===== src/rtl/uhlp_regs.vh =====
`ifndef UHLP_REGS_VH
`define UHLP_REGS_VH

// ----------------------------------------------------------------------
// register offsets (byte addresses)
// ----------------------------------------------------------------------
`define UHLP_ADDR_W          8
`define UHLP_OFF_BULK_HEAD   8'h28
`define UHLP_OFF_BULK_CUR    8'h2c
`define UHLP_OFF_DONE_QUEUE  8'h30
`define UHLP_OFF_FRAME_INT   8'h34
`define UHLP_OFF_ACC_STAT    8'h40

// ----------------------------------------------------------------------
// pointer layout
// ----------------------------------------------------------------------
`define UHLP_DATA_W          32
`define UHLP_PTR_ZERO_BITS   4
`define UHLP_PTR_RESET       32'h0000_0000

// ----------------------------------------------------------------------
// frame interval layout
// ----------------------------------------------------------------------
`define UHLP_FI_MSB          13
`define UHLP_FI_LSB          0
`define UHLP_FI_W            14
`define UHLP_FI_RESET        14'h2ebf
`define UHLP_RSV_MSB         15
`define UHLP_RSV_LSB         14
`define UHLP_RSV_W           2
`define UHLP_RSV_RESET       2'h0
`define UHLP_MPS_MSB         30
`define UHLP_MPS_LSB         16
`define UHLP_MPS_W           15
`define UHLP_MPS_RESET       15'h0000
`define UHLP_TOG_BIT         31
`define UHLP_TOG_RESET       1'h0

// ----------------------------------------------------------------------
// access status layout
// ----------------------------------------------------------------------
`define UHLP_STAT_W          2
`define UHLP_STAT_RO_WRITE   0
`define UHLP_STAT_UNMAPPED   1
`define UHLP_STAT_RESET      2'h0

`endif


===== src/rtl/uhlp_ptr_reg.v =====
`timescale 1ns/1ps
`default_nettype none
`include "uhlp_regs.vh"

module uhlp_ptr_reg #(
   parameter                     WIDTH       = `UHLP_DATA_W,
   parameter                     ZERO_BITS   = `UHLP_PTR_ZERO_BITS,
   parameter [0:0]               SW_WRITE    = 1'b1,
   parameter [0:0]               HW_WRITE    = 1'b1,
   parameter [WIDTH-1:0]         RESET_VALUE = `UHLP_PTR_RESET
) (
   // clock and reset
   input  wire                   clk,
   input  wire                   rst_n,
   // software write port
   input  wire                   sw_we,
   input  wire [WIDTH-1:0]       sw_wdata,
   // controller write port
   input  wire                   hw_we,
   input  wire [WIDTH-1:0]       hw_wdata,
   // stored pointer
   output reg  [WIDTH-1:0]       value
);

   // ----------------------------------------------------------------------
   // pointer storage, low bits held at zero
   // ----------------------------------------------------------------------
   always @(posedge clk or negedge rst_n) begin
      if (!rst_n) begin
         value <= RESET_VALUE;
      end else if (HW_WRITE && hw_we) begin
         value <= {hw_wdata[WIDTH-1:ZERO_BITS], {ZERO_BITS{1'b0}}}; // RL2 RL3 RL4 RL5
      end else if (SW_WRITE && sw_we) begin
         value <= {sw_wdata[WIDTH-1:ZERO_BITS], {ZERO_BITS{1'b0}}}; // RL1 RL2 RL5
      end
   end

endmodule

`default_nettype wire


===== src/rtl/uhlp_frame_reg.v =====
`timescale 1ns/1ps
`default_nettype none
`include "uhlp_regs.vh"

module uhlp_frame_reg (
   // clock and reset
   input  wire                   clk,
   input  wire                   rst_n,
   // software write port
   input  wire                   sw_we,
   input  wire [`UHLP_DATA_W-1:0] sw_wdata,
   // fields
   output reg  [`UHLP_FI_W-1:0]  frame_length_bits,
   output reg  [`UHLP_MPS_W-1:0] max_packet_bits,
   output reg  [`UHLP_RSV_W-1:0] reserved_bits,
   output reg                    interval_toggle,
   output reg                    load_pulse
);

   // ----------------------------------------------------------------------
   // field storage; toggle flips on every load of the interval
   // ----------------------------------------------------------------------
   always @(posedge clk or negedge rst_n) begin
      if (!rst_n) begin
         frame_length_bits <= `UHLP_FI_RESET; // RL9
         max_packet_bits   <= `UHLP_MPS_RESET; // RL9
         reserved_bits     <= `UHLP_RSV_RESET;
         interval_toggle   <= `UHLP_TOG_RESET; // RL9
         load_pulse        <= 1'b0;
      end else begin
         load_pulse <= sw_we;
         if (sw_we) begin
            frame_length_bits <= sw_wdata[`UHLP_FI_MSB:`UHLP_FI_LSB]; // RL8 RL9
            max_packet_bits   <= sw_wdata[`UHLP_MPS_MSB:`UHLP_MPS_LSB]; // RL8 RL9
            reserved_bits     <= sw_wdata[`UHLP_RSV_MSB:`UHLP_RSV_LSB];
            interval_toggle   <= ~interval_toggle; // RL6
         end
      end
   end

endmodule

`default_nettype wire


===== src/rtl/uhlp_list_regs.v =====
// Function
// (RL1) bulk head: software writes, controller reads
// (RL2) bulk current: both sides write
// (RL3) done head: controller writes, software reads
// (RL4) done head at own offset, zero reset
// (RL5) pointer low four bits always zero
// (RL6) toggle inverts on each interval load
// (RL7) software writes zero to reserved bits
// (RL8) interval and packet-size fields as laid out
// (RL9) frame fields software-written, defined reset values
//
// Our own choice: the strobed register port.
`timescale 1ns/1ps
`default_nettype none
`include "uhlp_regs.vh"

module uhlp_list_regs (
   // clock and reset
   input  wire                      clk,
   input  wire                      rst_n,
   // software register port
   input  wire [`UHLP_ADDR_W-1:0]   reg_addr,
   input  wire [`UHLP_DATA_W-1:0]   reg_wdata,
   input  wire                      reg_write,
   input  wire                      reg_read,
   output reg  [`UHLP_DATA_W-1:0]   reg_rdata,
   // controller logic write ports
   input  wire                      ctl_bulk_current_we,
   input  wire [`UHLP_DATA_W-1:0]   ctl_bulk_current_wdata,
   input  wire                      ctl_done_queue_we,
   input  wire [`UHLP_DATA_W-1:0]   ctl_done_queue_wdata,
   // controller logic view
   output wire [`UHLP_DATA_W-1:0]   bulk_head_addr,
   output wire [`UHLP_DATA_W-1:0]   bulk_current_addr,
   output wire [`UHLP_DATA_W-1:0]   done_queue_addr,
   output wire [`UHLP_FI_W-1:0]     frame_length_bits,
   output wire [`UHLP_MPS_W-1:0]    max_packet_bits,
   output wire                      interval_toggle,
   output wire                      frame_interval_loaded
);

   // ----------------------------------------------------------------------
   // address decode
   // ----------------------------------------------------------------------
   reg                              sel_head;
   reg                              sel_cur;
   reg                              sel_done;
   reg                              sel_frame;
   reg                              sel_stat;
   wire                             sel_any;
   wire [`UHLP_RSV_W-1:0]           reserved_bits;
   reg  [`UHLP_STAT_W-1:0]          acc_stat;
   reg  [`UHLP_STAT_W-1:0]          next_acc_stat;
   reg  [`UHLP_DATA_W-1:0]          next_rdata;

   always @* begin
      sel_head  = 1'b0;
      sel_cur   = 1'b0;
      sel_done  = 1'b0;
      sel_frame = 1'b0;
      sel_stat  = 1'b0;
      if (reg_addr == `UHLP_OFF_BULK_HEAD) begin
         sel_head = 1'b1;
      end else if (reg_addr == `UHLP_OFF_BULK_CUR) begin
         sel_cur = 1'b1;
      end else if (reg_addr == `UHLP_OFF_DONE_QUEUE) begin
         sel_done = 1'b1; // RL4
      end else if (reg_addr == `UHLP_OFF_FRAME_INT) begin
         sel_frame = 1'b1;
      end else if (reg_addr == `UHLP_OFF_ACC_STAT) begin
         sel_stat = 1'b1;
      end
   end

   assign sel_any = sel_head | sel_cur | sel_done | sel_frame | sel_stat;

   // ----------------------------------------------------------------------
   // pointer registers
   // ----------------------------------------------------------------------
   uhlp_ptr_reg #(
      .SW_WRITE    (1'b1),
      .HW_WRITE    (1'b0)
   ) u_bulk_head (
      .clk         (clk),
      .rst_n       (rst_n),
      .sw_we       (reg_write & sel_head), // RL1
      .sw_wdata    (reg_wdata),
      .hw_we       (1'b0),
      .hw_wdata    (`UHLP_PTR_RESET),
      .value       (bulk_head_addr)
   );

   uhlp_ptr_reg #(
      .SW_WRITE    (1'b1),
      .HW_WRITE    (1'b1)
   ) u_bulk_cur (
      .clk         (clk),
      .rst_n       (rst_n),
      .sw_we       (reg_write & sel_cur), // RL2
      .sw_wdata    (reg_wdata),
      .hw_we       (ctl_bulk_current_we), // RL2
      .hw_wdata    (ctl_bulk_current_wdata),
      .value       (bulk_current_addr)
   );

   uhlp_ptr_reg #(
      .SW_WRITE    (1'b0),
      .HW_WRITE    (1'b1)
   ) u_done_queue (
      .clk         (clk),
      .rst_n       (rst_n),
      .sw_we       (1'b0), // RL3
      .sw_wdata    (reg_wdata),
      .hw_we       (ctl_done_queue_we), // RL3
      .hw_wdata    (ctl_done_queue_wdata),
      .value       (done_queue_addr)
   );

   // ----------------------------------------------------------------------
   // frame interval register
   // ----------------------------------------------------------------------
   uhlp_frame_reg u_frame (
      .clk               (clk),
      .rst_n             (rst_n),
      .sw_we             (reg_write & sel_frame), // RL9
      .sw_wdata          (reg_wdata),
      .frame_length_bits (frame_length_bits),
      .max_packet_bits   (max_packet_bits),
      .reserved_bits     (reserved_bits),
      .interval_toggle   (interval_toggle),
      .load_pulse        (frame_interval_loaded)
   );

   // ----------------------------------------------------------------------
   // access status: sticky, write one to clear, set wins
   // ----------------------------------------------------------------------
   always @* begin
      next_acc_stat = acc_stat;
      if (reg_write && sel_stat) begin
         next_acc_stat = acc_stat & ~reg_wdata[`UHLP_STAT_W-1:0];
      end
      if (reg_write && sel_done) begin
         next_acc_stat[`UHLP_STAT_RO_WRITE] = 1'b1;
      end
      if ((reg_write || reg_read) && !sel_any) begin
         next_acc_stat[`UHLP_STAT_UNMAPPED] = 1'b1;
      end
   end

   always @(posedge clk or negedge rst_n) begin
      if (!rst_n) begin
         acc_stat <= `UHLP_STAT_RESET;
      end else begin
         acc_stat <= next_acc_stat;
      end
   end

   // ----------------------------------------------------------------------
   // read back, data one cycle after the strobe
   // ----------------------------------------------------------------------
   always @* begin
      next_rdata = {`UHLP_DATA_W{1'b0}};
      if (sel_head) begin
         next_rdata = bulk_head_addr; // RL1
      end else if (sel_cur) begin
         next_rdata = bulk_current_addr; // RL2
      end else if (sel_done) begin
         next_rdata = done_queue_addr; // RL3 RL4
      end else if (sel_frame) begin
         next_rdata[`UHLP_TOG_BIT]                = interval_toggle; // RL6
         next_rdata[`UHLP_MPS_MSB:`UHLP_MPS_LSB] = max_packet_bits; // RL8
         next_rdata[`UHLP_RSV_MSB:`UHLP_RSV_LSB] = reserved_bits;
         next_rdata[`UHLP_FI_MSB:`UHLP_FI_LSB]   = frame_length_bits; // RL8
      end else if (sel_stat) begin
         next_rdata[`UHLP_STAT_W-1:0] = acc_stat;
      end
   end

   always @(posedge clk or negedge rst_n) begin
      if (!rst_n) begin
         reg_rdata <= `UHLP_PTR_RESET;
      end else if (reg_read) begin
         reg_rdata <= next_rdata;
      end else begin
         reg_rdata <= `UHLP_PTR_RESET;
      end
   end

endmodule

`default_nettype wire


===== config.mk =====
export PLATFORM = sky130hd
export DESIGN_NAME = uhlp_list_regs
export DESIGN_NICKNAME = d
export VERILOG_FILES = /design/src/rtl/uhlp_ptr_reg.v /design/src/rtl/uhlp_frame_reg.v /design/src/rtl/uhlp_list_regs.v
export VERILOG_INCLUDE_DIRS = /design/src /design/src/rtl
export SDC_FILE = /design/constraint.sdc
export NUM_CORES = 1
export LEC_CHECK = 0
export ABC_AREA = 1
export BUFFER_PORTS_ARGS = -buffer_cell sky130_fd_sc_hd__buf_2
export CORE_ASPECT_RATIO = 0.5
export CORE_MARGIN = 2
export CORE_UTILIZATION = 35
export CTS_CLUSTER_DIAMETER = 60
export DETAILED_ROUTE_END_ITERATION = 8
export PLACE_DENSITY = 0.62
export SLEW_MARGIN = 0
export SYNTH_ARGS = -nofsm -noshare
export SYNTH_HDL_FRONTEND = slang
export SYNTH_HIERARCHICAL = 1
export SYNTH_SLANG_ARGS = --single-unit

===== constraint.sdc =====
create_clock -name clk -period 0.8 [get_ports clk]
set_input_delay 0 -clock clk [delete_from_list [all_inputs] [get_ports clk]]
set_output_delay 0 -clock clk [all_outputs]
set_load 0.005 [all_outputs]

==> PnR_summary.wiki, run 1 <==
{| class="wikitable"
! Metric !! Value
|-
| Run status || finished with violations
|-
| Violations in the final reports || negative setup slack
|-
| Leftover overflow at the end of global routing || 0
|-
| Final-layout setup total negative slack || -42.14 ns
|-
| Maximum number of pins on one net before global-route repair || 36
|-
| Clock Root Buffer || sky130_fd_sc_hd__clkbuf_16
|-
| H-tree level count || 4
|-
| Met3 routed WL || around 2.8 mm
|-
| Actual slew at the worst max-slew pin || approximately 0.54 ns
|-
| Post-synthesis instance area || about 0.0077 sq mm
|-
| Arrival time reported for the critical path endpoint || ~1.2 ns
|-
| Worst reg2reg path endpoint || reg_rdata[20]$_DFF_PN0_
|-
| Number of sinks handled by clock tree synthesis || between 150 and 200
|-
| Post-layout instance count excluding filler cells || between 1500 and 2000
|-
| Synthesis-to-finish area growth || 98.2%
|-
| Largest vdd supply drop || 1320 uV
|-
| Final routed wire length divided by cell count || 19.0 microns
|-
| Power density over the cells || ~1400 mW/mm^2
|-
| Residual DRC || 0
|-
| Max-capacitance violation count || 0
|-
| DR top layer || met4
|-
| Remaining antenna violation count after routing || 0
|-
| Setup repair after global routing missed its margin || yes
|-
| Total Power || 0.0214 W
|-
| Worst Reg2Reg Path Length in Cells || 7
|-
| Routability congestion estimate || roughly 0.9
|-
| Clock buffer depth || 2
|-
| Period minus WS final || approximately 1.2 ns
|-
| DR vias/cell || 4.88
|-
| Req. time, crit path || around 0.8 ns
|-
| Fraction of power consumed by the clock network || 36.0%
|-
| Number of buffers inserted by port buffering || roughly 250
|-
| Setup CP Type || flop to primary output
|-
| Element type at the critical path end || primary output
|-
| Number of max-slew violations in the final report || 0
|-
| Wire length after detailed routing || ~36 mm
|-
| Number of primary I/O pins || 269
|-
| Final non-filler cell area || roughly 0.015 sq mm
|-
| Leakage Power || between 8 and 9 nW
|-
| Cell total after placement || 1669
|-
| Synthesized area divided by synthesized cell count || 7.56 sq um
|-
| Row cnt || 38
|-
| Type of origin of the critical path || flop
|-
| Met1 Wirelength || 15.6 mm
|-
| Die height || 109 microns
|-
| CTS buffer count || 17
|-
| Register-to-Register Setup Slack || -0.23 ns
|-
| Slew headroom || ~64%
|-
| Starting Density || about 36%
|-
| Clock tree from TritonCTS || built
|-
| Ordered cell list for the critical path || buf_6 -> buf_6
|-
| Total length of routed met2 wires || 17.1 mm
|-
| Hold Path Class || primary input to asynchronous set/reset pin
|-
| Start of the worst register-to-register path || u_bulk_head/value[20]$_DFFE_PN0P_
|-
| Slowest cell on the critical path || sky130_fd_sc_hd__dfstp_2
|-
| Initial antenna violation count || 1
|-
| Crit-path max cell delay || between 0.5 and 0.6 ns
|-
| Final Net Count || 1708
|-
| Die extent in x || roughly 210 microns
|-
| Final cycle utilization of the critical path || 145%
|-
| Clock transition at path regs || around 0.070 ns
|-
| Sw frac || around 28%
|-
| Die ar. || 0.0234 sq mm
|-
| Global router's overall resource usage || approximately 28%
|-
| Yosys warning count || 6
|-
| Cell-internal power || 0.0154 W
|-
| Number of vias after detailed routing || 9334
|-
| Post-place instance area || a little over 0.01 sq mm
|-
| Sequential power share || approximately two fifths
|-
| HPWL reported at the end of detailed placement || about 22 mm
|-
| Count of endpoints failing setup in the final report || between 200 and 250
|-
| Final core utilization || roughly 70%
|-
| Combinational power share || 24.7%
|-
| Critical path's most frequent cell || sky130_fd_sc_hd__buf_6
|-
| Wire length of the first global-routing pass || between 40 and 50 mm
|-
| Sw power || roughly 0.0060 W
|-
| 1st-pass router iterations || 5
|-
| Via count of the first global-routing pass || 8495
|-
| Share of layout cells above drive strength 1 || 53.8%
|-
| Detailed Route Iter0 Violations || between 900 and 1000
|-
| Final WS setup || -0.363 ns
|-
| Achievable frequency || approximately 860 MHz
|-
| Hold Violations, Final || 0
|-
| Final worst clock skew || about 0.0084 ns
|-
| Latest clock arrival within the worst-skew pair || 0.43 ns
|-
| Launching instance or port of the critical path || u_frame/frame_length_bits[0]$_DFFE_PN1P_
|-
| Critical Path Fanout Max || 2
|-
| Synthesized instance count || ~1000
|-
| Placeable Area || 0.0217 sq mm
|}
==> critical path: cells and delay by family, from the launching register on <==
| kind | cells | cell delay, ns |
|---|---|---|
| buf+inv | 2 | 0.19 |
| flops | 1 | 0.55 |
==> layer usage <==
layer,global-route usage (%),vias to the layer above
met1,39.1,4520
li1,-,4273
met5,0,-
met3,6.14,97
met4,8.88,0
met2,43.8,444
==> worst max-delay path by stage <==
stage	to	depth (start not counted)
final	frame_length_bits[0]	2
after global routing	frame_length_bits[0]	2
after CTS	frame_length_bits[10]	2
after detailed placement	reg_rdata[31]$_DFF_PN0_	10
after global placement	reg_rdata[31]$_DFF_PN0_	10
after floorplan	u_bulk_cur/value[29]$_DFFE_PN0P_	10
==> layout make-up <==
| class | instances | area (sq um) |
|---|---|---|
| sequential | 151 | 3790 |
| multi-input combinational | 724 | 4240 |
| timing repair buffer | 607 | 5920 |
| clock inverter | 13 | 105 |
| timing repair inverter | 3 | 42.5 |
| clock buffer | 19 | 443 |
| antenna | 2 | 5.00 |
| inverter | 94 | 442 |
| fill | 1564 | 6320 |
| tap | 300 | 375 |
==> stage by stage <==
stage / hold slack (ns) / setup slack, ns
2_1_floorplan: -0.296 / -0.315
3_3_place_gp: -0.141 / -0.655
3_5_place_dp: -0.136 / -0.684
4_1_cts: -0.0319 / -0.359
5_1_grt: 0.0000326 / -0.386
6_report: 0.00257 / -0.363
==> sequential cells by signal, indices dropped and copies added (netlist names) <==
register                   count
reg_rdata                     32
u_bulk_cur/value              28
u_bulk_head/value             28
u_done_queue/value            28
u_frame/max_packet_bits       15
u_frame/frame_length_bits     14
acc_stat                       2
u_frame/reserved_bits          2
u_frame/interval_toggle        1
u_frame/load_pulse             1
==> what timing repair did <==
action,4_1_cts,5_1_grt
gates cloned,5,7
hold buffers,90,0
resized for setup,358,266
pin swaps,99,174
setup endpoints to repair,238,273
hold endpoints to repair,268,0
setup buffers,90,38
==> cell usage in the layout (no fill, tap or decap), types with 12 or more instances in the layout <==
cell type and count:
sky130_fd_sc_hd__dlygate4sd3_1 90, sky130_fd_sc_hd__nand2_1 305, sky130_fd_sc_hd__nand3_2 90, sky130_fd_sc_hd__nand2_4 30
sky130_fd_sc_hd__nor2_1 65, sky130_fd_sc_hd__nand3_1 54, sky130_fd_sc_hd__nand3_4 13, sky130_fd_sc_hd__inv_2 17
sky130_fd_sc_hd__buf_12 25, sky130_fd_sc_hd__nor2_4 12, sky130_fd_sc_hd__conb_1 12, sky130_fd_sc_hd__buf_4 67
sky130_fd_sc_hd__buf_6 270, sky130_fd_sc_hd__inv_1 67, sky130_fd_sc_hd__nand2_2 108, sky130_fd_sc_hd__dfrtp_1 140
sky130_fd_sc_hd__clkbuf_16 22, sky130_fd_sc_hd__buf_2 143, sky130_fd_sc_hd__nor2_2 21
==> power groups by stage <==
stage          Combinational, W  Clock [W]  Sequential, W
2_1_floorplan          0.000953          0        0.00853
3_3_place_gp            0.00286          0        0.00846
3_5_place_dp            0.00289          0        0.00846
4_1_cts                 0.00466    0.00783        0.00837
5_1_grt                 0.00561    0.00811        0.00845
6_report                0.00530    0.00773        0.00841
(Power assumes the default switching activity.)
==> inputs of run 2 (changes only) <==
--- a/config.mk
+++ b/config.mk
@@ -8,12 +8,15 @@
 export LEC_CHECK = 0
 export ABC_AREA = 1
 export BUFFER_PORTS_ARGS = -buffer_cell sky130_fd_sc_hd__buf_2
+export CAP_MARGIN = 25
 export CORE_ASPECT_RATIO = 0.5
 export CORE_MARGIN = 2
 export CORE_UTILIZATION = 35
 export CTS_CLUSTER_DIAMETER = 60
 export DETAILED_ROUTE_END_ITERATION = 8
+export MAX_ROUTING_LAYER = met4
 export PLACE_DENSITY = 0.62
+export RECOVER_POWER = 25
 export SLEW_MARGIN = 0
 export SYNTH_ARGS = -nofsm -noshare
 export SYNTH_HDL_FRONTEND = slang
==> run 2 against run 1 <==
The flow still finishes with violations (negative setup slack). Routed wire length up 0.55%. Core utilization down 1.0 points. Sequential share of layout area up 0.37 points. Clock power up 6.5%. Die area unchanged. Combinational power down 0.8%. Largest cell class unchanged.
==> PnR_summary.wiki, run 2 (synthesis results as in run 1) <==
{| class="wikitable"
! Metric !! Value
|-
| Number of flip-flops under the largest register name || 32
|-
| Leakage Power || around 8 nW
|-
| Initial antenna violation count || 0
|-
| Clock transition at path regs || ~0.07 ns
|-
| Number of vias after detailed routing || roughly 9400
|-
| Register ranked first by flip-flop count || reg_rdata
|-
| Number of max-slew violations in the final report || 0
|-
| Remaining antenna violation count after routing || 0
|-
| Via count of the first global-routing pass || approximately 8800
|-
| Final-layout setup total negative slack || -55.11 ns
|-
| Clock tree from TritonCTS || built
|-
| Req. time, crit path || approximately 0.80 ns
|-
| Leftover overflow at the end of global routing || 0
|-
| Die height || approximately 110 microns
|-
| Setup repair after global routing missed its margin || yes
|-
| Arrival time reported for the critical path endpoint || between 1 and 1.5 ns
|-
| Count of endpoints failing setup in the final report || about 390
|-
| Type of origin of the critical path || flop
|-
| Die extent in x || approximately 210 microns
|-
| Most frequent cells in the layout || 299 x sky130_fd_sc_hd__nand2_1, 264 x sky130_fd_sc_hd__buf_6, 145 x sky130_fd_sc_hd__buf_2
|-
| Clock Root Buffer || sky130_fd_sc_hd__clkbuf_16
|-
| Actual slew at the worst max-slew pin || 0.790 ns
|-
| CTS buffer count || 17
|-
| Starting Density || 35.7%
|-
| Final Net Count || about 1700
|-
| Achievable frequency || 852 MHz
|-
| Die ar. || ~0.023 sq mm
|-
| Slew headroom || a little under half
|-
| Min-Delay Path Depth || 4
|-
| Period minus WS final || 1.17 ns
|-
| Number of primary I/O pins || 269
|-
| Number of buffers inserted by port buffering || approximately 250
|-
| Final cycle utilization of the critical path || 147%
|-
| Clock buffer depth || 2
|-
| Power density over the cells || between 1000 and 1500 mW/mm^2
|-
| Maximum number of pins on one net before global-route repair || between 40 and 50
|-
| Wire length after detailed routing || 36.6 mm
|-
| Residual DRC || 0
|-
| Critical Path Fanout Max || 2
|-
| Wire length of the first global-routing pass || 50.0 mm
|-
| Share of layout cells above drive strength 1 || 53.7%
|-
| Final worst clock skew || around 0.021 ns
|-
| HPWL reported at the end of detailed placement || 21.8 mm
|-
| Hold Path Class || primary input to flop
|-
| Worst slack at placement || -0.673 ns
|-
| Max-capacitance violation count || 0
|-
| Most common cell after layout, fill and taps aside || sky130_fd_sc_hd__nand2_1
|-
| Element type at the critical path end || primary output
|-
| Total Power || 0.0219 W
|-
| Row cnt || 38
|-
| Post-layout instance count excluding filler cells || roughly 1900
|-
| Largest vdd supply drop || approximately 1400 uV
|-
| Synthesis-to-finish area growth || 95.3%
|-
| Setup CP Type || flop to primary output
|-
| Worst Reg2Reg Path Length in Cells || 7
|-
| Final WS setup || -0.373 ns
|-
| DR vias/cell || approximately 4.9
|-
| Number of sinks handled by clock tree synthesis || 151
|-
| Global router's overall resource usage || approximately 29%
|-
| Cell total after placement || 1668
|-
| 1st-pass router iterations || 7
|-
| Run status || finished with violations
|-
| Placeable Area || between 0.02 and 0.025 sq mm
|-
| Latest clock arrival within the worst-skew pair || ~0.44 ns
|-
| H-tree level count || 4
|-
| Detailed Route Iter0 Violations || around 1100
|-
| Routability congestion estimate || between 0.9 and 1
|-
| N_diodes || 0
|-
| Final routed wire length divided by cell count || ~19 microns
|-
| Violations in the final reports || negative setup slack
|-
| Hold Violations, Final || 0
|}
-- run 2: path summary, 6_finish.rpt --
check	endpoint	from	slack (ns)
min	reg_rdata[13]$_DFF_PN0_	reg_read	0.03
min reg2reg	u_frame/max_packet_bits[8]$_DFFE_PN0P_	u_frame/max_packet_bits[8]$_DFFE_PN0P_	0.50
max	frame_length_bits[13]	u_frame/frame_length_bits[13]$_DFFE_PN1P_	-0.37
min in group asynchronous	u_bulk_head/value[5]$_DFFE_PN0P_	rst_n	0.20
max reg2reg	reg_rdata[22]$_DFF_PN0_	u_bulk_cur/value[22]$_DFFE_PN0P_	-0.22
max in group asynchronous	u_frame/frame_length_bits[1]$_DFFE_PN1P_	rst_n	-0.17
-- run 2: worst max-delay path, stage by stage (launching register included) --
cell	delay, ns
sky130_fd_sc_hd__dfstp_2	0.54
sky130_fd_sc_hd__buf_6	0.11
sky130_fd_sc_hd__buf_6	0.08
-- run 2: layout make-up --
cell class                 instances  area [sq um]
clock buffer                      21           460
clock inverter                    11           123
fill                            1551          6550
inverter                          94           407
timing repair inverter             1          16.3
sequential                       151          3790
multi-input combinational        724          4130
timing repair buffer             611          5830
tap                              300           375
-- run 2: what timing repair did --
action                                 in CTS  in global routing
resized for setup                         328                261
hold buffers                               90                  0
setup buffers                              85                 51
pin swaps                                  77                170
endpoints found under the hold margin     268                  0
gates cloned                                4                  6
setup endpoints to repair                 241                263
-- run 2: metrics by stage --
step                hold slack, ns  utilization, %  cell area [sq um]
global placement            -0.111            47.2              10200
detailed placement          -0.110            47.2              10200
global route                0.0298            69.8              15100
finish                      0.0321            69.8              15100
CTS                       -0.00551            64.0              13900
floorplan                   -0.296               -               7950
-- run 2: layer usage --
layer	vias up	GRT usage, %	routed length, microns	share of wire (%)
met5	-	-	0	0
met4	0	7.09	646	1.8
met3	61	6.19	2980	8.1
met2	480	44.7	17200	47
met1	4581	40.0	15700	43
li1	4261	-	-	-
-- run 2: power breakdown --
group	switching, W	total (W)	leakage, nW	internal [W]
clock network	0.00347	0.00823	0.276	0.00476
registers	0.000332	0.00840	1.95	0.00807
logic	0.00229	0.00526	5.80	0.00297
total	0.00609	0.0219	8.03	0.0158
